## src/wts_defines.svh

```systemverilog
// Register offsets, field positions and constants of the wavetable register port.
`ifndef WTS_DEFINES_SVH
`define WTS_DEFINES_SVH
`define WTS_OFS_OUT_HI 8'h1d
`define WTS_OFS_OUT_LO 8'h1e
`define WTS_OFS_CTRL 8'h1f
`define WTS_OFS_VSEL 8'h20
`define WTS_OFS_PITCH_HI 8'h21
`define WTS_OFS_PITCH_LO 8'h22
`define WTS_OFS_ORG_HI 8'h23
`define WTS_OFS_ORG_LO 8'h24
`define WTS_OFS_FMT 8'h25
`define WTS_OFS_LOOP_LO 8'h26
`define WTS_OFS_ATT_HI 8'h27
`define WTS_OFS_ATT_LO 8'h2a
`define WTS_CTRL_ON_BIT 1
`define WTS_CTRL_FEED_BIT 0
`define WTS_VSEL_VOL_BIT 7
`define WTS_VSEL_PITCH_BIT 6
`define WTS_FMT_WIDTH_BIT 7
`define WTS_END_MARKER 8'h80
`define WTS_ORIGIN_SHIFT 5
`define WTS_ATT_MAX 10'h3ff
`define WTS_PHASE_UNITY_SHIFT 17
`define WTS_SAMPLE_PERIOD 8000
`endif

```

## src/wts_pkg.sv

```systemverilog
// Types shared by the wavetable register port.
package wts_pkg;
  typedef struct packed {
    logic [3:0] octave_shift;
    logic [11:0] pitch_number;
    logic [10:0] origin_index;
    logic sample_width_sel;
    logic [9:0] loop_length_code;
    logic [9:0] attenuation_level;
  } wts_voice_t;

  typedef struct packed {
    logic [2:0] voice;
    logic [15:0] addr;
  } wts_fetch_t;

  typedef enum logic [1:0] {
    WTS_IDLE = 2'b00,
    WTS_FETCH = 2'b01,
    WTS_WAIT = 2'b10,
    WTS_EMIT = 2'b11
  } wts_mix_state_t;
endpackage : wts_pkg

```

## src/wts_fifo.sv

```systemverilog
// Parameterised FIFO carrying mixed output words to the converter side.
module wts_fifo #(
  parameter int WIDTH = 16,
  parameter int DEPTH = 32
) (
  // Clock and reset
  input wire logic mclk,
  input wire logic rst_n,
  // Fill side
  input wire logic in_valid,
  output logic in_ready,
  input wire logic [WIDTH-1:0] in_data,
  // Drain side
  output logic out_valid,
  input wire logic out_ready,
  output logic [WIDTH-1:0] out_data
);
  localparam int AW = $clog2(DEPTH);
  initial
  begin
    if (DEPTH < 2 || (1 << AW) != DEPTH) $error("wts_fifo depth must be a power of two");
  end
  logic [WIDTH-1:0] mem_r [DEPTH];
  logic [AW:0] wr_r;
  logic [AW:0] rd_r;
  logic full;
  logic empty;
  assign empty = (wr_r == rd_r);
  assign full = (wr_r[AW] != rd_r[AW]) && (wr_r[AW-1:0] == rd_r[AW-1:0]);
  assign in_ready = !full;
  assign out_valid = !empty;
  assign out_data = mem_r[rd_r[AW-1:0]];

  always_ff @(posedge mclk)
  begin
    if (!rst_n)
      wr_r <= '0;
    else if (in_valid && !full)
      wr_r <= wr_r + 1'b1;
  end

  always_ff @(posedge mclk)
  begin
    if (in_valid && !full)
      mem_r[wr_r[AW-1:0]] <= in_data;
  end

  always_ff @(posedge mclk)
  begin
    if (!rst_n)
      rd_r <= '0;
    else if (out_ready && !empty)
      rd_r <= rd_r + 1'b1;
  end
endmodule : wts_fifo

```

## src/wts_synth.sv

```systemverilog
// Register port, voice contexts, sample fetch, mixer and converter feed of the wavetable synthesizer.
`include "wts_defines.svh"

module wts_synth #(
  parameter int VOICES = 8,
  parameter int SAMPLE_PERIOD = `WTS_SAMPLE_PERIOD,
  parameter int FIFO_DEPTH = 32
) (
  // Clock and reset
  input wire logic mclk,
  input wire logic rst_n,
  // Processor data-memory port
  input wire logic reg_wr,
  input wire logic [7:0] reg_addr,
  input wire logic [7:0] reg_wdata,
  output logic [7:0] reg_rdata,
  // Sample memory port
  output logic [15:0] pattern_memory_index,
  output logic rom_req,
  input wire logic rom_ack,
  input wire logic [7:0] rom_data,
  // Converter
  output logic converter_on,
  output logic [15:0] dac_word
);
  initial
  begin
    if (VOICES != 8) $error("wts_synth serves exactly eight voices");
    if (SAMPLE_PERIOD < 4 * VOICES) $error("wts_synth sample period too short for the voice scan");
  end

  function automatic logic [15:0] origin_addr(input logic [10:0] org);
    origin_addr = {org, 5'h00} << 0;
  endfunction : origin_addr

  function automatic logic [15:0] loop_addr(input logic [15:0] end_at, input logic [9:0] code);
    loop_addr = end_at + {{6{code[9]}}, code};
  endfunction : loop_addr

  // Staging registers and control.
  logic [15:0] output_word_r;
  logic [7:0] ctrl_r;
  logic [7:0] vsel_r;
  wts_pkg::wts_voice_t stage_r;
  wts_pkg::wts_voice_t ctx_r [8];
  logic [7:0] active_r;
  logic [15:0] addr_r [8];
  logic [27:0] phase_r [8];
  logic [7:0] sample_r [8];
  logic trig;
  logic [2:0] trig_voice;

  assign trig = reg_wr && (reg_addr == `WTS_OFS_VSEL);
  assign trig_voice = reg_wdata[2:0];

  always_ff @(posedge mclk)
  begin
    if (reg_wr && reg_addr == `WTS_OFS_OUT_HI)
      output_word_r[15:8] <= reg_wdata;
    if (reg_wr && reg_addr == `WTS_OFS_OUT_LO)
      output_word_r[7:0] <= reg_wdata;
  end

  always_ff @(posedge mclk)
  begin
    if (!rst_n)
      ctrl_r <= 8'h00;
    else if (reg_wr && reg_addr == `WTS_OFS_CTRL)
      ctrl_r <= {6'h00, reg_wdata[1:0]};
  end

  // Parameter staging is kept across reset, as the parameter registers are.
  always_ff @(posedge mclk)
  begin
    if (reg_wr)
    begin
      case (reg_addr)
        `WTS_OFS_VSEL: vsel_r <= {reg_wdata[7:6], 3'h0, reg_wdata[2:0]};
        `WTS_OFS_PITCH_HI: {stage_r.octave_shift, stage_r.pitch_number[11:8]} <= reg_wdata;
        `WTS_OFS_PITCH_LO: stage_r.pitch_number[7:0] <= reg_wdata;
        `WTS_OFS_ORG_HI: stage_r.origin_index[10:8] <= reg_wdata[2:0];
        `WTS_OFS_ORG_LO: stage_r.origin_index[7:0] <= reg_wdata;
        `WTS_OFS_FMT:
        begin
          stage_r.sample_width_sel <= reg_wdata[`WTS_FMT_WIDTH_BIT];
          stage_r.loop_length_code[9:8] <= reg_wdata[1:0];
        end
        `WTS_OFS_LOOP_LO: stage_r.loop_length_code[7:0] <= reg_wdata;
        `WTS_OFS_ATT_HI: stage_r.attenuation_level[9:8] <= reg_wdata[1:0];
        `WTS_OFS_ATT_LO: stage_r.attenuation_level[7:0] <= reg_wdata;
        default: ;
      endcase
    end
  end

  // Trigger copy into the voice context; software must have staged everything first.
  always_ff @(posedge mclk)
  begin
    if (trig)
    begin
      case (reg_wdata[`WTS_VSEL_VOL_BIT:`WTS_VSEL_PITCH_BIT])
        2'b01:
        begin
          ctx_r[trig_voice].octave_shift <= stage_r.octave_shift;
          ctx_r[trig_voice].pitch_number <= stage_r.pitch_number;
        end
        2'b10: ctx_r[trig_voice].attenuation_level <= stage_r.attenuation_level;
        2'b00: ctx_r[trig_voice] <= stage_r;
        default: ;
      endcase
    end
  end

  always_comb
  begin
    case (reg_addr)
      `WTS_OFS_OUT_HI: reg_rdata = output_word_r[15:8];
      `WTS_OFS_OUT_LO: reg_rdata = output_word_r[7:0];
      `WTS_OFS_CTRL: reg_rdata = ctrl_r;
      `WTS_OFS_VSEL: reg_rdata = vsel_r;
      `WTS_OFS_PITCH_HI: reg_rdata = {stage_r.octave_shift, stage_r.pitch_number[11:8]};
      `WTS_OFS_PITCH_LO: reg_rdata = stage_r.pitch_number[7:0];
      `WTS_OFS_ORG_HI: reg_rdata = {5'h00, stage_r.origin_index[10:8]};
      `WTS_OFS_ORG_LO: reg_rdata = stage_r.origin_index[7:0];
      `WTS_OFS_FMT: reg_rdata = {stage_r.sample_width_sel, 5'h00, stage_r.loop_length_code[9:8]};
      `WTS_OFS_LOOP_LO: reg_rdata = stage_r.loop_length_code[7:0];
      `WTS_OFS_ATT_HI: reg_rdata = {6'h00, stage_r.attenuation_level[9:8]};
      `WTS_OFS_ATT_LO: reg_rdata = stage_r.attenuation_level[7:0];
      default: reg_rdata = 8'h00;
    endcase
  end

  // Sample scan: once per sample period every active voice fetches one byte.
  wts_pkg::wts_mix_state_t state_r;
  logic [$clog2(SAMPLE_PERIOD)-1:0] tick_r;
  logic [2:0] scan_r;
  logic [23:0] acc_r;
  logic fifo_in_ready;
  logic fifo_out_valid;
  logic [15:0] fifo_out_data;
  logic tick_hit;
  logic fetch_end;
  logic [10:0] gain;
  logic [7:0] cur;

  assign tick_hit = (tick_r == '0);
  assign fetch_end = rom_ack && (rom_data == `WTS_END_MARKER);
  assign cur = sample_r[scan_r];
  assign gain = 11'h400 - {1'b0, ctx_r[scan_r].attenuation_level};

  always_ff @(posedge mclk)
  begin
    if (!rst_n)
      tick_r <= '0;
    else if (tick_hit)
      tick_r <= $bits(tick_r)'(SAMPLE_PERIOD - 1);
    else
      tick_r <= tick_r - 1'b1;
  end

  always_ff @(posedge mclk)
  begin
    if (!rst_n)
    begin
      state_r <= wts_pkg::WTS_IDLE;
      scan_r <= 3'h0;
      acc_r <= 24'h000000;
    end
    else
    begin
      case (state_r)
        wts_pkg::WTS_IDLE:
          if (tick_hit && fifo_in_ready)
          begin
            state_r <= wts_pkg::WTS_FETCH;
            scan_r <= 3'h0;
            acc_r <= 24'h000000;
          end
        wts_pkg::WTS_FETCH:
          state_r <= active_r[scan_r] ? wts_pkg::WTS_WAIT : wts_pkg::WTS_EMIT;
        wts_pkg::WTS_WAIT:
          if (rom_ack)
            state_r <= wts_pkg::WTS_EMIT;
        wts_pkg::WTS_EMIT:
        begin
          if (active_r[scan_r])
            acc_r <= acc_r + (signed'({{16{cur[7]}}, cur}) * signed'({13'h0000, gain}));
          if (scan_r == 3'h7)
            state_r <= wts_pkg::WTS_IDLE;
          else
            state_r <= wts_pkg::WTS_FETCH;
          scan_r <= scan_r + 3'h1;
        end
        default: state_r <= wts_pkg::WTS_IDLE;
      endcase
    end
  end

  assign rom_req = (state_r == wts_pkg::WTS_WAIT);
  assign pattern_memory_index = addr_r[scan_r];

  // Voice address walk; a play trigger (select bits 7:6 clear) restarts the voice at its origin.
  genvar v;
  generate
    for (v = 0; v < 8; v++)
    begin : g_voice
      logic hit;
      assign hit = (state_r == wts_pkg::WTS_WAIT) && rom_ack && (scan_r == 3'(v));
      always_ff @(posedge mclk)
      begin
        if (!rst_n)
          active_r[v] <= 1'b0;
        else if (trig && trig_voice == 3'(v) && !reg_wdata[`WTS_VSEL_VOL_BIT] && !reg_wdata[`WTS_VSEL_PITCH_BIT])
          active_r[v] <= 1'b1;
        else if (hit && ctx_r[v].attenuation_level == `WTS_ATT_MAX)
          active_r[v] <= 1'b0;
      end
      always_ff @(posedge mclk)
      begin
        if (trig && trig_voice == 3'(v) && reg_wdata[7:6] == 2'b00)
        begin
          addr_r[v] <= origin_addr(stage_r.origin_index);
          phase_r[v] <= 28'h0;
          sample_r[v] <= 8'h00;
        end
        else if (hit)
        begin
          if (fetch_end)
            addr_r[v] <= loop_addr(addr_r[v], ctx_r[v].loop_length_code);
          else
          begin
            sample_r[v] <= rom_data;
            phase_r[v] <= phase_r[v] + ({16'h0, ctx_r[v].pitch_number} << ctx_r[v].octave_shift);
            // The step is taken at the phase's own integer width, so a phase wrap cannot throw the address.
            addr_r[v] <= addr_r[v] + {5'h00, 11'(
              (phase_r[v] + ({16'h0, ctx_r[v].pitch_number} << ctx_r[v].octave_shift)) >> `WTS_PHASE_UNITY_SHIFT)
              - 11'(phase_r[v] >> `WTS_PHASE_UNITY_SHIFT)};
          end
        end
      end
    end
  endgenerate

  // The last voice reaches the accumulator on the edge that ends the scan, so the push waits one cycle.
  logic push_r;
  always_ff @(posedge mclk)
  begin
    if (!rst_n)
      push_r <= 1'b0;
    else
      push_r <= (state_r == wts_pkg::WTS_EMIT) && (scan_r == 3'h7);
  end

  wts_fifo #(
    .WIDTH(16),
    .DEPTH(FIFO_DEPTH)
  ) u_fifo (
    .mclk(mclk),
    .rst_n(rst_n),
    .in_valid(push_r),
    .in_ready(fifo_in_ready),
    .in_data(acc_r[23:8]),
    .out_valid(fifo_out_valid),
    .out_ready(tick_hit),
    .out_data(fifo_out_data)
  );

  // The converter takes one mixed word per sample period, so the FIFO only absorbs scan jitter.
  logic [15:0] mix_word_r;
  always_ff @(posedge mclk)
  begin
    if (!rst_n)
      mix_word_r <= 16'h0000;
    else if (tick_hit && fifo_out_valid)
      mix_word_r <= fifo_out_data;
  end

  always_ff @(posedge mclk)
  begin
    if (!rst_n)
      dac_word <= 16'h0000;
    else if (!ctrl_r[`WTS_CTRL_ON_BIT])
      dac_word <= 16'h0000;
    else
      dac_word <= ctrl_r[`WTS_CTRL_FEED_BIT] ? mix_word_r : output_word_r;
  end

  assign converter_on = ctrl_r[`WTS_CTRL_ON_BIT];
endmodule : wts_synth

```

## config.mk

```make
export PLATFORM = sky130hd
export DESIGN_NAME = wts_synth
export DESIGN_NICKNAME = d
export VERILOG_FILES = /design/src/wts_pkg.sv /design/src/wts_fifo.sv /design/src/wts_synth.sv
export VERILOG_INCLUDE_DIRS = /design/src /design/src/src
export SDC_FILE = /design/constraint.sdc
export NUM_CORES = 2
export LEC_CHECK = 0
export BUFFER_PORTS_ARGS = -buffer_cell sky130_fd_sc_hd__buf_2
export CAP_MARGIN = 15
export CORE_UTILIZATION = 30
export CTS_BUF_LIST = sky130_fd_sc_hd__clkbuf_4
export CTS_CLUSTER_SIZE = 30
export DETAILED_ROUTE_END_ITERATION = 12
export GPL_TIMING_DRIVEN = 0
export SYNTH_ARGS = -nofsm -noshare
export SYNTH_HDL_FRONTEND = slang
export SYNTH_SLANG_ARGS = --single-unit
```

## constraint.sdc

```tcl
create_clock -name mclk -period 12.8 [get_ports mclk]
set_input_delay 3.84 -clock mclk [delete_from_list [all_inputs] [get_ports mclk]]
set_output_delay 3.84 -clock mclk [all_outputs]
set_load 0.02 [all_outputs]
```

Word level (Yosys, flattened, before mapping) --
Memories as Yosys holds them, arrays and structs flattened. A register that Yosys moved wholly into a read port is not among the register bits. Cells that the tools add are included.
Operators by class: add/subtract/negate cells 38, $mul 1, order comparisons 1, eq/ne operators 46, shifts and indexed selects 8, muxes and demuxes 148, bitwise operators 35, reductions and logical operators 92
Operators with widths (count):
- 16-bit 2-to-1 mux | 18
- 28-bit adder | 8
- 28-bit 2-to-1 mux | 8
- 12-bit by 4-bit << shifter with 28-bit output | 8
- 16-bit by 11-bit adder with 16-bit output | 8
- 16-bit adder | 8
- 1-bit 2-to-1 mux | 96
- 8-bit one-hot mux with 12 select lines | 1
- 11-bit subtractor | 8
- 10-bit == test (second input constant) | 8
- 8-bit by 6-bit == test with 1-bit output (second input constant) | 9
- 8-bit 2-to-1 mux | 8
- 1-bit logical AND | 59
- 24-bit 2-to-1 mux | 2
- 24-bit one-hot mux with 2 select lines | 1
- 1-bit OR | 34
- 24-bit adder | 1
- 3-bit == test (second input constant) | 8
- 8-bit by 5-bit == test with 1-bit output (second input constant) | 3
- 2-bit AND reduction | 12
- 3-bit 2-to-1 mux | 7
- 8-bit by 12-bit multiplier with 20-bit output | 1
- 2-bit nonzero test | 9
- 13-bit logical NOT | 1
- other kinds (27) | 43
Word-level totals: bits in registers 150, memory bits (writable) 1312, input port bits 28, logic and storage cells 405, memories kept 5
Memories:
- u_fifo.mem_r | depth 32, width 16, read ports 1, clocked after Yosys merged registers in 1, write ports 1, line wts_fifo.sv:23 | logic [WIDTH-1:0] mem_r [DEPTH];
- ctx_r | depth 8, width 48, read ports 9, clocked after Yosys merged registers in 1, write ports 1, line wts_synth.sv:45 | wts_pkg::wts_voice_t ctx_r [8];
- phase_r | depth 8, width 28, read ports 8, clocked after Yosys merged registers in 0, write ports 8, line wts_synth.sv:48 | logic [27:0] phase_r [8];
- addr_r | depth 8, width 16, read ports 9, clocked after Yosys merged registers in 1, write ports 8, line wts_synth.sv:47 | logic [15:0] addr_r [8];
- sample_r | depth 8, width 8, read ports 1, clocked after Yosys merged registers in 1, write ports 8, line wts_synth.sv:49 | logic [7:0] sample_r [8];

Logic depth before layout (Yosys ltp) --
depth in word-level cells 8, mapped depth 41

Cells and area by module --
From an unflattened synthesis, not the netlist that was laid out.
Unflattened totals: cell total of the unflattened synthesis 7820, area total of the unflattened synthesis 84633.7 um^2
Modules (own cells, without submodules):
- wts_synth | instances 1, cells each 6607, area an instance 63837.5 um^2, sequential area each 24733.7 um^2
- wts_fifo | instances 1, cells each 1213, area an instance 20796.2 um^2, sequential area each 15715.1 um^2

Worst setup path after synthesis --
OpenSTA, ideal clock, no wires.
path type input-to-output, start input reg_addr[4], end output reg_rdata[0], arrival time 5420 ps, data required time 8960 ps, path slack 3540 ps, cell stages on the path 6, buffers on the path 0, cells stage by stage nor4b_1 nand2b_1 nor3_1 a221o_1 a221oi_1 nand3_1
Between the ends: cells in the longest elaborated chain, start to end 2, elaborated cells on any way between the ends 13, classes of those cells eq/ne (12); mux (1)
RTL lines:
- start: declaration | line wts_synth.sv:14 | input wire logic [7:0] reg_addr,
- 8-bit by 6-bit == test with 1-bit output / 8-bit by 5-bit == test with 1-bit output (equally long branches) | line wts_synth.sv:116 | case (reg_addr)
- 8-bit one-hot mux with 12 select lines (*) | line wts_synth.sv:116
- end: declaration | line wts_synth.sv:16 | output logic [7:0] reg_rdata,
Mark *: on every way between the ends. The rest lies on a longest branch, timed or not.

Worst setup path in the final report --
Ends and elaborated chain as after synthesis.

==> summary.md <==
| Metric | Value |
|---|---|
| Crit share post-route | `81.48%` |
| Worst r2r path cells | `34` |
| Post-synthesis cell area | `0.08302 sq mm` |
| HP Class | `register to register` |
| CP cell instances | `buf_2 > nor4b_1 > nand2b_1 > nor3_1 > a221o_1 > a221oi_1 > nand3_1 > buf_2` |
| Startpoint class of the critical path | `primary input` |
| # resized after CTS | `0` |
| EDFF count, synth | `about 1300` |
| CTS sink cnt | `1377` |
| DP Cell Count | `11078` |
| Crit-path leading delay family | `simple AND/OR/NAND/NOR gates` |
| I/O Pins | `70` |
| Post-route cell area | `0.09450 sq mm` |
| Post-Synth Adder-Cell Area | `10.87%` |
| Slowest CP cell | `nor3_1` |
| Measured slew at the worst slew-check pin | `1327 ps` |
| Hold Path Sink | `active_r[0]` |
| Final core utilization | `34.45%` |
| Clock Tree Buf Depth | `4` |
| Bufs and invs on worst path | `2` |
| Initial Utilization | `30.26%` |
| Max-slew headroom | `11.51%` |
| Reg-to-reg setup timing slack | `2730 ps` |
| CP max FO | `9` |
| Ys flop type | `edfxtp_1` |
| Pwr/cell area | `109.5 mW/mm^2` |
| Synth Area in Simple Gates | `11.89%` |
| Largest net degree at the start of global routing | `35` |
| Leakage power | `35.69 nW` |
| Average via count per standard cell | `5.224` |
| MaxCap Viol Count | `0` |
| # setup viols final | `0` |
| Die area | `0.2788 sq mm` |
| Worst setup EP type | `primary output` |
| HPWL Detailed | `187900 um` |
| Final hold vios | `0` |
| Seq/Total Area, Yosys | `48.60%` |
| Gpl congestion | `around 0.95` |
| CTS root buf | `clkbuf_4` |
| Port bufs | `67` |
| Register clock-pin slew on the reported worst setup and hold paths | `70 ps` |
| Overall routing resource usage | `17.51%` |
| First-pass GRT wire length | `372000 um` |
| Pre-CTS setup slack | `1566 ps` |
| Netlist cell types | `82` |
| Post-synthesis register bit count | `1377` |
| Number of warnings issued by yosys | `0` |
| Setup TNS | `0 ps` |
| Outcome | `complete, no violations` |
| FP Rows | `approximately 190` |
| Arr. time, crit path | `approximately 6600 ps` |
| Hold Path Depth | `2` |
| DRC violations left | `0` |
| Vias in the first global route | `60514` |
| Critical path type | `primary input to primary output` |
| Final WL | `250600 um` |
| Largest family of logic cells by synthesized area | `simple AND/OR/NAND/NOR gates` |
| Num CTS Buffers | `370` |
| Most common cell on crit path | `buf_2` |
| Fmax | `approximately 96 MHz` |
| Crit path time final | `10430 ps` |
| Synth Area in Compound Gates | `11.83%` |
| Vias | `61397` |
| Synthesis-to-finish area growth | `13.83%` |
| Max VDD drop | `0.1546 mV` |
| Ys async rst share | `0%` |
| Core area | `between 0.2 and 0.3 sq mm` |
| Syn Nets | `7943` |
| Reg2reg end | `acc_r[23]` |
| Die Wd | `528.1 um` |
| Max-slew violations | `0` |
| Setup Fix Bufs, Post-CTS | `0` |
| Initial antenna violation count | `31` |
| DR pass1 iterations | `7` |
| CTS HTree Levels | `5` |
| Final worst clock skew | `~180 ps` |
| Latest clock arrival within the worst-skew pair | `1310 ps` |
| Avg Cell Area, Syn | `11.46 sq um` |
| Post-synthesis xor/xnor area fraction | `5.127%` |
| Commonest non-fill, non-tap cell in the layout | `edfxtp_1` |
| Proportion of synthesized area in mux cells | `around 8.9%` |
| Post-DR wirelength/cell | `21.32 um` |
| Commonest cells after routing, fill and taps aside | `edfxtp_1, nor2_1, ha_1, clkbuf_4, nand2_1` |
| CTS tree | `done` |
| Non-filler cells, final | `11753` |
| Crit path required time | `8960 ps` |
| Total global routing overflow | `0` |
| Fin nets | `8470` |
| Largest stage delay on the critical path | `910 ps` |
| Final ANT Viol Nets | `0` |
| Die Y | `528.1 um` |
| Cells after Synth | `7246` |
| Worst Hold Launch | `active_r[0]` |
| Final WS setup | `between 2000 and 2500 ps` |
| Drt first-iter violations | `5580` |
| Hold_buf cts | `0` |
| Share of cells above drive strength 1 | `13.87%` |
| Cell Area, Placed | `0.08971 sq mm` |
| RSZ-0062 raised after global routing | `no` |
## metal layers
metal / vias to the layer above / track usage [%] / part of all wire (%)
met5: - / 0 / 0.0096
met4: 4 / 9.122 / 5.3
met3: 563 / 2.830 / 7.2
met2: 2440 / 28.52 / 46
met1: 30111 / 22.32 / 41
li1: 28279 / - / -
## power breakdown
part           internal [mW]  total (mW)  switching [mW]  leakage (nW)
sequential              4.89        4.92          0.0300          12.2
clock                   1.95        3.92            1.97          2.70
combinational          0.611        1.51           0.895          20.8
total                   7.45        10.3            2.90          35.7
## logic make-up (layout without fill, tap and decap cells)
group	Yosys count	in the layout
and+or+nand+nor	2108	2108
AOI/OAI and AO/OA	1559	1559
DFF	1377	1377
adders and majority gates	669	669
buffers and inverters	608	1410
xor gates and xnor gates	486	486
muxes	439	439
other	0	19
## layout make-up
class,instances,area (sq um)
Buffer,269,1047
Clock buffer,504,3784
Timing Repair Buffer,155,2098
Inverter,339,1272
Clock inverter,143,768.2
Antenna cell,19,47.55
Tap cell,3686,4612
Multi-Input combinational cell,5261,40520
Fill cell,27278,179800
Sequential cell,1377,40350
## flip-flops by register name, indices dropped and copies added, names as in the netlist, 8 cells and up, named ones only
register	count
acc_r	24
active_r	8
addr_r	128
ctx_r	288
dac_word	16
mix_word_r	16
output_word_r	16
phase_r	216
sample_r	64
stage_r	48
tick_r	13
u_fifo.mem_r	512
## stage by stage
step | hold WS [ps] | power, mW
after floorplan | 434.0 | 6.128
after global placement | 446.4 | 6.476
after detailed placement | 452.5 | 6.502
after CTS | 469.8 | 10.44
after global routing | 483.6 | 10.84
final | 475.9 | 10.35
## synth_stat cells (20+ instances only)
master / number / area [sq um]
edfxtp_1: 1277 / 38350
nor2_1: 736 / 2763
ha_1: 582 / 7282
nand2_1: 501 / 1881
a21oi_1: 452 / 2262
o21ai_0: 385 / 1927
inv_1: 333 / 1250
xnor2_1: 278 / 2435
mux4_2: 233 / 5248
a21o_1: 221 / 1659
clkbuf_1: 209 / 784.5
xor2_1: 208 / 1822
mux2i_1: 149 / 1491
nor3_1: 146 / 730.7
nor2b_1: 121 / 757.0
nand2b_1: 118 / 738.2
nand3_1: 112 / 560.5
dfxtp_1: 100 / 2002
and3_1: 98 / 613.1
and2_1: 90 / 563.0
fa_1: 87 / 1742
a211oi_1: 77 / 578.1
o21bai_1: 77 / 578.1
mux2_2: 57 / 641.9
o21a_1: 55 / 412.9
nand4_1: 49 / 306.5
a31oi_1: 38 / 237.7
or2_2: 36 / 225.2
buf_1: 35 / 131.4
a22oi_1: 32 / 240.2
or3_1: 27 / 168.9
o41ai_1: 25 / 219.0
buf_2: 24 / 120.1
nor3b_1: 20 / 150.1
## worst reg2reg max path: cells and delay by family (launching register included)
| family | cells | cell delay, ps |
|---|---|---|
| AO/OA/AOI/OAI | 12 | 2280 |
| buffers and inverters | 8 | 2670 |
| XOR/XNOR | 2 | 390 |
| adder cells (fa/ha/maj) | 6 | 2780 |
| flip-flops | 1 | 430 |
| AND/OR/NAND/NOR | 3 | 330 |
| multiplexers | 3 | 1210 |
## worst max-delay path by stage
stage                startpoint             end  slack (ps)  cells past startpoint
finish              reg_addr[4]    reg_rdata[0]        2370                      8
global route           register       acc_r[23]        2140                     34
CTS                 reg_addr[4]    reg_rdata[0]        2450                      8
detailed placement  reg_addr[4]   addr_r[4][14]        1570                     26
global placement    rom_data[5]  phase_r[0][38]        1400                      7
floorplan           reg_addr[4]    reg_rdata[0]        3540                      6
Note: power is estimated with default switching activity, not from simulation.
